File: src/include/lipr_pkg.sv
// Constants and types for the line interface primary register block
package lipr_pkg;
    localparam int unsigned NCH      = 4;
    localparam int unsigned ADR_W    = 8;
    localparam int unsigned DAT_W    = 32;
    localparam int unsigned SEL_W    = 4;
    localparam int unsigned TMPL_W   = 3;
    localparam int unsigned CFG_W    = 7;

    // Register indices; byte address is four times the index
    localparam logic [5:0] IDX_SOFT_RST   = 6'h0A;
    localparam logic [5:0] IDX_AUTO_ONES  = 6'h0E;
    localparam logic [5:0] IDX_GLOBAL_CFG = 6'h0F;
    localparam logic [5:0] IDX_TMPL_CHAN  = 6'h10;
    localparam logic [5:0] IDX_TMPL_SEL   = 6'h11;
    localparam logic [5:0] IDX_DRV_TRI    = 6'h12;
    localparam logic [5:0] IDX_AIS_STAT   = 6'h13;
    localparam logic [5:0] IDX_AIS_MASK   = 6'h14;
    localparam logic [5:0] IDX_AIS_FLAG   = 6'h15;
    localparam logic [5:0] IDX_BANK       = 6'h1F;

    localparam logic [7:0] BANK_PRIMARY   = 8'h00;
    localparam logic [7:0] BANK_EXPANDED  = 8'hAA;

    // Global configuration field positions
    localparam int unsigned CFG_ALARM_INS = 6;
    localparam int unsigned CFG_SCP_BYP   = 5;
    localparam int unsigned CFG_LINE_CODE = 4;
    localparam int unsigned CFG_FIFO_DEP  = 3;
    localparam int unsigned CFG_BW_SEL    = 2;
    localparam int unsigned CFG_PATH_HI   = 1;
    localparam int unsigned CFG_PATH_LO   = 0;

    localparam logic [1:0] PATH_TX        = 2'h1;
    localparam logic [1:0] PATH_RX        = 2'h3;

    localparam logic [3:0]        CHAN_RST = 4'h0;
    localparam logic [CFG_W-1:0]  CFG_RST  = 7'h00;
    localparam logic [1:0]        IDX_RST  = 2'h0;
    localparam logic [TMPL_W-1:0] TMPL_RST = 3'h0;

    // Soft reset cycle length
    localparam int unsigned CLK_PERIOD_NS = 100;
    localparam int unsigned SRST_NS       = 1000;
    localparam int unsigned SRST_CYC      =
        (SRST_NS + CLK_PERIOD_NS - 1) / CLK_PERIOD_NS;
    localparam logic [3:0]  SRST_LAST     = 4'(SRST_CYC - 1);

    typedef enum logic [1:0] {
        SR_IDLE = 2'b01,
        SR_BUSY = 2'b10
    } lipr_srst_t;
endpackage : lipr_pkg
File: src/design/lipr_regs.sv
// Primary register bank of a quad line interface over Wishbone
`timescale 1ns/1ps
`default_nettype none
module lipr_regs (
    input  wire logic                         clk_i,   // 10 MHz clock
    input  wire logic                         rst_i,   // Sync reset
    input  wire logic                         cyc_i,   // Bus cycle
    input  wire logic                         stb_i,   // Bus strobe
    input  wire logic                         we_i,    // Write
    input  wire logic [lipr_pkg::ADR_W-1:0]   adr_i,   // Byte address
    input  wire logic [lipr_pkg::SEL_W-1:0]   sel_i,   // Byte enables
    input  wire logic [lipr_pkg::DAT_W-1:0]   dat_i,   // Write data
    output logic      [lipr_pkg::DAT_W-1:0]   dat_o,   // Read data
    output logic                              ack_o,   // Acknowledge
    input  wire logic [lipr_pkg::NCH-1:0]     no_signal_alarm_i, // Loss
    input  wire logic [lipr_pkg::NCH-1:0]     ais_detect_i,      // ALARM_INDICATION_STATUS seen
    output logic      [lipr_pkg::NCH-1:0]     all_ones_o,   // Send ones
    output logic      [lipr_pkg::NCH-1:0]     ais_insert_o, // ALARM_INDICATION_STATUS to sys
    output logic                              short_prot_en_o, // SCP on
    output logic                              ami_sel_o,   // AMI coding
    output logic                              fifo_deep_o, // 64-bit FIFO
    output logic                              bw_high_o,   // High corner
    output logic                              ja_tx_o,     // JA in tx
    output logic                              ja_rx_o,     // JA in rx
    output logic [lipr_pkg::NCH*lipr_pkg::TMPL_W-1:0] template_o, // Codes
    output logic      [lipr_pkg::NCH-1:0]     driver_hiz_o, // Driver off
    output logic                              bank_exp_o,  // Expanded
    output logic                              srst_busy_o, // Soft reset
    output logic                              irq_o        // Interrupt
);
    import lipr_pkg::*;

    logic                ack_r;
    logic [DAT_W-1:0]    dat_r;
    lipr_srst_t          srst_state_r;
    lipr_srst_t          srst_state_nxt;
    logic [3:0]          srst_cnt_r;
    logic [NCH-1:0]      auto_ones_r;
    logic [CFG_W-1:0]    cfg_r;
    logic [1:0]          tmpl_idx_r;
    logic [TMPL_W-1:0]   tmpl_r [NCH];
    logic [NCH-1:0]      tri_r;
    logic [NCH-1:0]      ais_r;
    logic [NCH-1:0]      alarm_indication_irq_mask_r;
    logic [NCH-1:0]      alarm_indication_irq_flag_r;
    logic [NCH-1:0]      alarm_indication_irq_flag_nxt;
    logic [7:0]          bank_r;

    // Bus decode
    wire       req      = cyc_i & stb_i & ~ack_r;
    wire       busy     = (srst_state_r == SR_BUSY);
    wire       wr       = req & we_i & sel_i[0] & ~busy;
    wire       rd       = req & ~we_i;
    wire [5:0] widx     = adr_i[7:2];
    wire       prim     = (bank_r == BANK_PRIMARY);
    wire       hit_srst = prim & (widx == IDX_SOFT_RST);
    wire       hit_ones = prim & (widx == IDX_AUTO_ONES);
    wire       hit_cfg  = prim & (widx == IDX_GLOBAL_CFG);
    wire       hit_tidx = prim & (widx == IDX_TMPL_CHAN);
    wire       hit_tsel = prim & (widx == IDX_TMPL_SEL);
    wire       hit_tri  = prim & (widx == IDX_DRV_TRI);
    wire       hit_stat = prim & (widx == IDX_AIS_STAT);
    wire       hit_mask = prim & (widx == IDX_AIS_MASK);
    wire       hit_flag = prim & (widx == IDX_AIS_FLAG);
    wire       hit_bank = (widx == IDX_BANK);

    wire       wen_srst = wr & hit_srst;
    wire       wen_ones = wr & hit_ones;
    wire       wen_cfg  = wr & hit_cfg;
    wire       wen_tidx = wr & hit_tidx;
    wire       wen_tsel = wr & hit_tsel;
    wire       wen_tri  = wr & hit_tri;
    wire       wen_mask = wr & hit_mask;
    wire       wen_bank = wr & hit_bank;
    wire       clr_flag = rd & hit_stat & ~busy;
    wire       hold_def = rst_i | busy;

    // Upper bits read zero; status and flag have no write path
    wire [7:0] rd_byte =
        hit_ones ? {4'h0, auto_ones_r} :
        hit_cfg  ? {1'b0, cfg_r} :
        hit_tidx ? {6'h00, tmpl_idx_r} :
        hit_tsel ? {5'h00, tmpl_r[tmpl_idx_r]} :
        hit_tri  ? {4'h0, tri_r} :
        hit_stat ? {4'h0, ais_r} :
        hit_mask ? {4'h0, alarm_indication_irq_mask_r} :
        hit_flag ? {4'h0, alarm_indication_irq_flag_r} :
        hit_bank ? bank_r :
        8'h00;

    wire [NCH-1:0] ais_edge  = ais_detect_i ^ ais_r;
    wire [NCH-1:0] flag_set  = ais_edge & alarm_indication_irq_mask_r;
    wire [NCH-1:0] flag_keep = clr_flag ? CHAN_RST : alarm_indication_irq_flag_r;
    wire [1:0]     path      = cfg_r[CFG_PATH_HI:CFG_PATH_LO];

    // Wishbone slave: ack one cycle after the request is seen
    always_ff @(posedge clk_i) begin
        if (rst_i) begin
            ack_r <= 1'b0;
        end else begin
            ack_r <= req;
        end
    end

    always_ff @(posedge clk_i) begin
        if (rst_i) begin
            dat_r <= 32'h0000_0000;
        end else if (req) begin
            dat_r <= {24'h00_0000, rd_byte};
        end
    end

    // Soft reset sequencer
    always_comb begin
        srst_state_nxt = srst_state_r;
        case (srst_state_r)
            SR_IDLE: begin
                if (wen_srst) begin
                    srst_state_nxt = SR_BUSY;
                end
            end
            SR_BUSY: begin
                if (srst_cnt_r == SRST_LAST) begin
                    srst_state_nxt = SR_IDLE;
                end
            end
            default: srst_state_nxt = SR_IDLE;
        endcase
    end

    always_ff @(posedge clk_i) begin
        if (rst_i) begin
            srst_state_r <= SR_IDLE;
        end else begin
            srst_state_r <= srst_state_nxt;
        end
    end

    always_ff @(posedge clk_i) begin
        if (rst_i || !busy) begin
            srst_cnt_r <= 4'h0;
        end else begin
            srst_cnt_r <= srst_cnt_r + 4'h1;
        end
    end

    // Length of the running soft reset, kept apart from the sequencer count
    logic [3:0]          busy_run_r;

    always_ff @(posedge clk_i) begin
        if (rst_i || !busy) begin
            busy_run_r <= 4'h0;
        end else begin
            busy_run_r <= busy_run_r + 4'h1;
        end
    end

    // Control registers, held at defaults through a soft reset
    always_ff @(posedge clk_i) begin
        if (hold_def) begin
            auto_ones_r <= CHAN_RST;
        end else if (wen_ones) begin
            auto_ones_r <= dat_i[NCH-1:0];
        end
    end

    always_ff @(posedge clk_i) begin
        if (hold_def) begin
            cfg_r <= CFG_RST;
        end else if (wen_cfg) begin
            cfg_r <= dat_i[CFG_W-1:0];
        end
    end

    always_ff @(posedge clk_i) begin
        if (hold_def) begin
            tmpl_idx_r <= IDX_RST;
        end else if (wen_tidx) begin
            tmpl_idx_r <= dat_i[1:0];
        end
    end

    genvar c;
    generate
        for (c = 0; c < NCH; c++) begin : g_chan
            wire sel_c = wen_tsel & (tmpl_idx_r == 2'(c));
            always_ff @(posedge clk_i) begin
                if (hold_def) begin
                    tmpl_r[c] <= TMPL_RST;
                end else if (sel_c) begin
                    tmpl_r[c] <= dat_i[TMPL_W-1:0];
                end
            end
            always_ff @(posedge clk_i) begin
                if (rst_i) begin
                    template_o[c*TMPL_W +: TMPL_W] <= TMPL_RST;
                end else begin
                    template_o[c*TMPL_W +: TMPL_W] <= tmpl_r[c];
                end
            end
        end
    endgenerate

    always_ff @(posedge clk_i) begin
        if (hold_def) begin
            tri_r <= CHAN_RST;
        end else if (wen_tri) begin
            tri_r <= dat_i[NCH-1:0];
        end
    end

    always_ff @(posedge clk_i) begin
        if (hold_def) begin
            alarm_indication_irq_mask_r <= CHAN_RST;
        end else if (wen_mask) begin
            alarm_indication_irq_mask_r <= dat_i[NCH-1:0];
        end
    end

    always_ff @(posedge clk_i) begin
        if (hold_def) begin
            bank_r <= BANK_PRIMARY;
        end else if (wen_bank) begin
            bank_r <= dat_i[7:0];
        end
    end

    // Alarm status follows the detector; flags are sticky
    always_ff @(posedge clk_i) begin
        if (hold_def) begin
            ais_r <= CHAN_RST;
        end else begin
            ais_r <= ais_detect_i;
        end
    end

    // A new edge wins over a clearing read in the same cycle
    assign alarm_indication_irq_flag_nxt = flag_keep | flag_set;

    always_ff @(posedge clk_i) begin
        if (hold_def) begin
            alarm_indication_irq_flag_r <= CHAN_RST;
        end else begin
            alarm_indication_irq_flag_r <= alarm_indication_irq_flag_nxt;
        end
    end

    // Registered block outputs; bit n serves channel n
    always_ff @(posedge clk_i) begin
        if (rst_i) begin
            all_ones_o   <= CHAN_RST;
            ais_insert_o <= CHAN_RST;
            driver_hiz_o <= CHAN_RST;
        end else begin
            all_ones_o   <= auto_ones_r & no_signal_alarm_i;
            ais_insert_o <= {NCH{cfg_r[CFG_ALARM_INS]}}
                            & no_signal_alarm_i;
            driver_hiz_o <= tri_r;
        end
    end

    always_ff @(posedge clk_i) begin
        if (rst_i) begin
            short_prot_en_o <= 1'b1;
            ami_sel_o       <= 1'b0;
            fifo_deep_o     <= 1'b0;
            bw_high_o       <= 1'b0;
            ja_tx_o         <= 1'b0;
            ja_rx_o         <= 1'b0;
        end else begin
            short_prot_en_o <= ~cfg_r[CFG_SCP_BYP];
            ami_sel_o       <= cfg_r[CFG_LINE_CODE];
            fifo_deep_o     <= cfg_r[CFG_FIFO_DEP];
            bw_high_o       <= cfg_r[CFG_BW_SEL];
            ja_tx_o         <= (path == PATH_TX);
            ja_rx_o         <= (path == PATH_RX);
        end
    end

    always_ff @(posedge clk_i) begin
        if (rst_i) begin
            bank_exp_o  <= 1'b0;
            srst_busy_o <= 1'b0;
            irq_o       <= 1'b0;
        end else begin
            bank_exp_o  <= (bank_r == BANK_EXPANDED);
            srst_busy_o <= busy;
            irq_o       <= |(alarm_indication_irq_flag_r & alarm_indication_irq_mask_r);
        end
    end

    assign dat_o = dat_r;
    assign ack_o = ack_r;

    // Checks
    all_ones_a: assert property (
        @(posedge clk_i) disable iff (rst_i)
        ##1 all_ones_o == ($past(auto_ones_r) & $past(no_signal_alarm_i))
    ) else $error("all ones output mismatch");

    ais_ins_a: assert property (
        @(posedge clk_i) disable iff (rst_i)
        (!cfg_r[CFG_ALARM_INS]) |=> (ais_insert_o == CHAN_RST)
    ) else $error("alarm inserted while disabled");

    scp_on_a: assert property (
        @(posedge clk_i) disable iff (rst_i)
        wen_cfg |-> ##2 (short_prot_en_o == ~$past(dat_i[CFG_SCP_BYP], 2))
    ) else $error("short protection state wrong");

    path_sel_a: assert property (
        @(posedge clk_i) disable iff (rst_i)
        (path == 2'h2) |=> (!ja_tx_o && !ja_rx_o)
    ) else $error("attenuator placed for unused code");

    tmpl_wr_a: assert property (
        @(posedge clk_i) disable iff (rst_i)
        wen_tsel |=> (tmpl_r[$past(tmpl_idx_r)] == $past(dat_i[2:0]))
    ) else $error("template write went astray");

    hiz_out_a: assert property (
        @(posedge clk_i) disable iff (rst_i)
        wen_tri |-> ##2 (driver_hiz_o == $past(dat_i[3:0], 2))
    ) else $error("driver high impedance mismatch");

    flag_set_a: assert property (
        @(posedge clk_i) disable iff (rst_i || busy)
        (|flag_set) |=> ((alarm_indication_irq_flag_r & $past(flag_set)) == $past(flag_set))
    ) else $error("masked transition not flagged");

    flag_clr_a: assert property (
        @(posedge clk_i) disable iff (rst_i)
        (clr_flag && flag_set == CHAN_RST) |=> (alarm_indication_irq_flag_r == CHAN_RST)
    ) else $error("status read did not clear flags");

    no_unmask_a: assert property (
        @(posedge clk_i) disable iff (rst_i)
        (alarm_indication_irq_mask_r == CHAN_RST) |=> ($stable(alarm_indication_irq_flag_r) || alarm_indication_irq_flag_r == CHAN_RST)
    ) else $error("flag set while masked");

    srst_go_a: assert property (
        @(posedge clk_i) disable iff (rst_i)
        wen_srst |=> busy
    ) else $error("soft reset did not start");

    srst_len_a: assert property (
        @(posedge clk_i) disable iff (rst_i)
        $fell(busy) |-> (busy_run_r == 4'(SRST_CYC))
    ) else $error("soft reset length wrong");

    srst_def_a: assert property (
        @(posedge clk_i) disable iff (rst_i)
        busy |=> (cfg_r == CFG_RST && bank_r == BANK_PRIMARY)
    ) else $error("defaults not held in soft reset");

    bank_map_a: assert property (
        @(posedge clk_i) disable iff (rst_i)
        (req && !prim && widx == IDX_GLOBAL_CFG) |=> (dat_o == 32'h0)
    ) else $error("primary register seen off bank");

    ro_write_a: assert property (
        @(posedge clk_i) disable iff (rst_i)
        (wr && hit_flag && flag_set == CHAN_RST) |=> $stable(alarm_indication_irq_flag_r)
    ) else $error("flag register took a write");

    bus_ack_a: assert property (
        @(posedge clk_i) disable iff (rst_i)
        (cyc_i && stb_i && !ack_o) |=> ack_o ##1 !ack_o
    ) else $error("bus ack timing wrong");

    boot_bank_a: assert property (
        @(posedge clk_i)
        $fell(rst_i) |-> (bank_r == BANK_PRIMARY)
    ) else $error("bank pointer not primary after reset");
endmodule : lipr_regs
`default_nettype wire

File: config.mk
export PLATFORM = sky130hd
export DESIGN_NAME = lipr_regs
export DESIGN_NICKNAME = d
export VERILOG_FILES = /design/src/include/lipr_pkg.sv /design/src/design/lipr_regs.sv
export SDC_FILE = /design/constraint.sdc
export NUM_CORES = 1
export LEC_CHECK = 0
export ABC_AREA = 1
export BUFFER_PORTS_ARGS = -buffer_cell sky130_fd_sc_hd__buf_2
export CAP_MARGIN = 10
export CELL_PAD_IN_SITES_DETAIL_PLACEMENT = 1
export CELL_PAD_IN_SITES_GLOBAL_PLACEMENT = 1
export CORE_MARGIN = 2
export CORE_UTILIZATION = 37
export CTS_CLUSTER_DIAMETER = 60
export DETAILED_ROUTE_END_ITERATION = 16
export PLACE_DENSITY = 0.86
export SYNTH_ARGS = -nofsm -noshare
export SYNTH_HDL_FRONTEND = slang
export SYNTH_SLANG_ARGS = --single-unit
File: constraint.sdc
create_clock -name clk_i -period 2.5 [get_ports clk_i]
set_clock_uncertainty 0.1 [all_clocks]
set_input_delay 0.25 -clock clk_i [delete_from_list [all_inputs] [get_ports clk_i]]
set_output_delay 0.25 -clock clk_i [all_outputs]
set_load 0.02 [all_outputs]
-- After elaboration in Yosys (flattened, before gate mapping)
Memory sizes are Yosys's and may differ from the RTL's. A register that Yosys moved wholly into a read port is not among the register bits.
Cells that the tools add are included.
Widths: inputs -> output; s select.
- $add $sub $neg: 1
- equal/unequal tests: 21
- muxes and demuxes: 33
- bitwise logic cells: 44
- reduce and logical (&&, ||, !) cells: 6
- operator list (cell ; number):
    $mux 8 ; 9
    $eq 6x5->1 const B ; 7
    $and 1x1->1 ; 29
    $eq 6x4->1 const B ; 3
    $and 4x4->4 ; 4
    $mux 1 ; 14
    $mux 3 ; 4
    $eq 2x2->1 const B ; 4
    $eq 8x8->1 const B ; 1
    $logic_not 8->1 ; 1
    $mux 2 ; 4
    $eq 2x1->1 const B ; 3
    $or 1x1->1 ; 5
    $add 4x1->4 const B ; 1
    $eq 4x4->1 const B ; 1
    $mux 4 ; 1
    $not 1->1 ; 4
    $or 4x4->4 ; 1
    $pmux 2 s2 ; 1
    $reduce_or 4->1 ; 1
    $xor 4x4->4 ; 1
    $logic_not 2->1 ; 1
    $ne 2x1->1 const B ; 1
    $ne 2x2->1 const B ; 1
    other kinds (3) ; 3
- register bits after elaboration: 73
- bits in writable memories: 12
- input bits: 57
- output and inout port bits: 66
- logic and storage cells: 130
- memories kept: 1
- memory list (memory ; words ; width ; rd ports ; clocked after Yosys merged registers in ; wr ports ; RTL line ; RTL):
    tmpl_r ; 4 ; 3 ; 5 ; 5 ; 4 ; lipr_regs.sv:41 ; logic [TMPL_W-1:0] tmpl_r [NCH];

-- Logic depth before layout (Yosys ltp)
- word-level depth: 11
- mapped depth: 12
- depth with buffers taken out: 12

-- Least setup slack after synthesis
No wires, ideal clock.
- path kind: register -> register
- start: register ack_r (netlist: ack_o)
- end: memory tmpl_r[2][0], enable pin
- setup time: 344 ps
- arrival: 1373 ps
- required time: 2056 ps
- setup slack: 682 ps
- cell stages (with the launch flop): 6
- buffers on the path: 0
- clock period less this slack: 1818 ps
- path through: dfxtp_1 > nor2_1 > nand4_2 > inv_1 > nand4_1 > o21ai_0
- RTL lines (element ; RTL line ; RTL):
    start: declaration ; lipr_regs.sv:33 ; logic ack_r;
    start signal: assignment ; lipr_regs.sv:101 ; ack_r <= req;
    end: declaration ; lipr_regs.sv:41 ;

==> implementation parameters <==
Parameter                              Value

Worst setup path
  Start-to-end type of the worst setup path ... reg -> reg
  Worst Path Buf+Inv ... 0
  Top Family by Delay on Critical Path ... simple AND/OR/NAND/NOR gates
  Sort of element at the end of the critical path ... flop
  Launching element type of the critical path ... flop
  Depth of the critical timing path with buffers and inverters included ... 7
  WP data arrival ... 2110 ps
  Cell occurring most often along the worst timing path ... sky130_fd_sc_hd__nand2_1
  Critical path's slowest cell ... sky130_fd_sc_hd__nor4_4
  Critical path data required time ... 2490 ps
  Worst reg-to-reg path cell count ... 7
  CP cell instances ... nor2_1 -> nand2_1 -> nor2_4 -> nand2_4 -> nor4_4 -> nand3_1 -> nand2_1
  Crit path largest cell delay ... 390 ps
  Highest net fanout along the worst path ... 18

CTS
  Clock transition at the registers of the reported paths ... 100 ps
  CTS sink count ... 99
  CTS max path bufs ... 2
  Clk root buf ... sky130_fd_sc_hd__clkbuf_8
  Cts bufs inserted ... 9
  Worst skew pair latency ... 380 ps
  H-Tree Level Count ... 3
  CTS tree ... yes
  Number of resized instances in the post-cts repair step ... 0

Drt
  Post-DR vias/cell ... 4.79
  Residual antenna-violating net count after detailed routing ... 0
  Metal2 WL ... 5520 um
  DRC violation count after routing ... 0
  Per-cell routed wire length ... 14.7 um
  DRT iter0 DRCs ... 146
  Max layer used ... met4
  Met1 wire length ... 4640 um
  Detailed-routing iteration count for the pre-antenna-repair pass ... 4
  Total length of routed wires ... 10900 um
  DR vias ... 3543
  Routed length on met3 ... 488 um

Yosys
  Yosys top cell area share ... 42.0%
  Leading cell types by total area after synthesis ... sky130_fd_sc_hd__dfxtp_1 42%, sky130_fd_sc_hd__edfxtp_1 8.7%, sky130_fd_sc_hd__nor2_1 7.4%, sky130_fd_sc_hd__inv_1 6.6%, sky130_fd_sc_hd__a21oi_1 5.4%
  Fraction of the yosys area taken by sequential cells ... 50.6%
  Post-Syn Area per Cell ... 8.03 um2
  Number of enable flip-flop cells after synthesis ... 12
  Prevailing post-synth register cell ... sky130_fd_sc_hd__dfxtp_1
  Count of yosys warnings during synthesis ... 0
  Largest area contributor in the synthesized netlist ... sky130_fd_sc_hd__dfxtp_1
  Synthesized flop and latch total ... 99
  Number of distinct library cells after synthesis ... 44
  Netlist Area Pre-Place ... 0.00415 mm2
  Number of standard cells after synthesis ... 517
  Async S/R FF share, synth ... 0%

Floorplanning
  Starting Density ... 38.1%
  Io pins ... 123
  Chip width ... 110 um
  Number of rows in the core area ... 38
  Die extent in y ... 110 um
  Core Region ... 0.0109 mm2
  DIE AREA ... 0.0121 mm2

Finish
  Share of post-route cells with drive strength above 1 ... 18.2%
  Most frequent cells in the layout ... 87 x sky130_fd_sc_hd__dfxtp_1, 82 x sky130_fd_sc_hd__nor2_1, 73 x sky130_fd_sc_hd__inv_1, 69 x sky130_fd_sc_hd__buf_2, 57 x sky130_fd_sc_hd__nand2_1
  Antenna diode count ... 0
  Number of nets in the layout ... 653
  Most common library cell in the layout ignoring fill and taps ... sky130_fd_sc_hd__dfxtp_1
  Area grow syn2layout ... 15.2%

Placement
  Post-placement setup slack ... 407 ps
  I/O Buffers ... 69
  HPWL after detailed placement ... 8220 um
  Gpl congestion ... 0.898

Power
  Switching fraction of total power ... 26.0%
  Share of power burned in combinational logic ... 7.4%
  Worst IR Drop VDD ... 317 uV
  Leakage power of the design ... 2.07 nW
  Pint ... 2.07 mW
  Total power per unit cell area ... 585 mW/mm2
  Clock network fraction of total power ... 34.1%
  Part of the total power dissipated in sequential elements ... 58.5%
  Net load switching power ... 0.726 mW

Timing
  Final worst setup slack ... 377 ps
  Relative slew margins ... 61.4%
  Post-route minimum period ... 2120 ps
  Final hold violation count ... 0
  Unrepaired setup endpoints after global routing ... no
  Final Slew Violations ... 0
  Slew @ Worst Pin ... 579 ps
  Final worst-path cycle share ... 84.9%
  Setup TNS ... 0 ps
  Maximum achievable frequency ... 471 MHz
  Number of failing setup endpoints in the final timing report ... 0

GRT
  Global-route usage over all layers ... 19.0%
  Via count of the first global-routing pass ... 3565
  Global-route wire length before repair ... 17300 um
  Largest net degree at the start of global routing ... 37
  Antenna violations before repair ... 0
  Grt total ovfl ... 0

Min path
  Worst hold stages ... 3
  Class of the most critical hold timing path ... in -> reg

Status
  Outcome ... finished clean

Job
  Max Cap Viol ... 0
[metrics by stage]
| step | std cells | total power [mW] | hold WS, ps | instance area, um2 | util [%] |
|---|---|---|---|---|---|
| finish | 739 | 2.80 | 18.6 | 4780 | 43.9 |
| global route | 739 | 2.90 | 17.1 | 4780 | 43.9 |
| CTS | 738 | 2.81 | 1.39 | 4770 | 43.8 |
| detailed placement | 718 | 1.87 | 317 | 4550 | 41.8 |
| global placement | 718 | 1.87 | 301 | 4550 | 41.8 |
| floorplan | 540 | 1.83 | 262 | 4240 | - |
[cell type report]
type | count | area [um2]
fill | 1370 | 6110
clock inverter | 6 | 40.0
clock buffer | 10 | 138
timing repair buffer | 79 | 433
inverter | 78 | 293
multi-input combinational | 327 | 1600
tap | 140 | 175
sequential | 99 | 2100
[logic make-up after synthesis]
family,Yosys count,synth area share (%)
other,1,0.0904
AO/OA/AOI/OAI,102,13.4
adder cells (fa/ha/maj),2,0.603
buffers and inverters,114,12.8
flip-flops,99,50.6
XOR/XNOR,2,0.422
AND/OR/NAND/NOR,197,22.0
[final timing paths]
kind                     startpoint                         end  slack [ps]
min reg2reg   cfg_r[5]$_SDFFE_PP0P_  short_prot_en_o$_SDFF_PP1_         330
min            no_signal_alarm_i[1]    all_ones_o[1]$_SDFF_PP0_          20
max reg2reg  bank_r[3]$_SDFFE_PP0P_  tmpl_r[0][1]$_SDFFCE_PN0P_         380
max          bank_r[3]$_SDFFE_PP0P_  tmpl_r[0][1]$_SDFFCE_PN0P_         380
[per-layer routing]
metal  global-route usage, %  up-vias
li1                        -     1767
met1                    22.1     1678
met2                    33.5       78
met3                    4.15       20
met4                    7.59        0
met5                       0        -
[timing repair]
action / in CTS / in global routing
setup buffers: 0 / 0
hold buffers: 4 / 1
endpoints found under the hold margin: 5 / 1
[power by group through the flow]
stage	Sequential, mW	Clock (mW)	Combinational [mW]
2_1_floorplan	1.68	0	0.142
3_3_place_gp	1.67	0	0.196
3_5_place_dp	1.67	0	0.200
4_1_cts	1.64	0.968	0.206
5_1_grt	1.64	1.03	0.228
6_report	1.64	0.954	0.207
[flip-flops by register name (all words and copies together) (netlist names), 2 cells and up, named ones only]
name                         flops
tmpl_r                          12
tmpl_idx_r                       2
cfg_r                            7
auto_ones_r                      4
srst_cnt_r                       4
alarm_indication_irq_mask_r      4
ais_r                            4
alarm_indication_irq_flag_r      4
srst_state_r                     2
bank_r                           8
all_ones_o                       4
template_o                      12
tri_r                            4
dat_o                            8
ais_insert_o                     4
driver_hiz_o                     4
[worst min-delay path, cell delays in order]
cell                     delay, ps
sky130_fd_sc_hd__buf_2          90
sky130_fd_sc_hd__inv_1          60
sky130_fd_sc_hd__nor3_1         50
[cells in the mapped netlist (all sizes together), types with 2 or more instances]
master	instances
inv	75
o22ai	2
dfxtp	87
edfxtp	12
a21oi	46
clkbuf	5
nor3	12
nand3	20
a211oi	7
clkinv	3
nand2	60
nand4	11
o211ai	2
nor4	2
o21ai	42
buf	31
nor2	88
or2	3
ha	2
(Power assumes the default switching activity.)
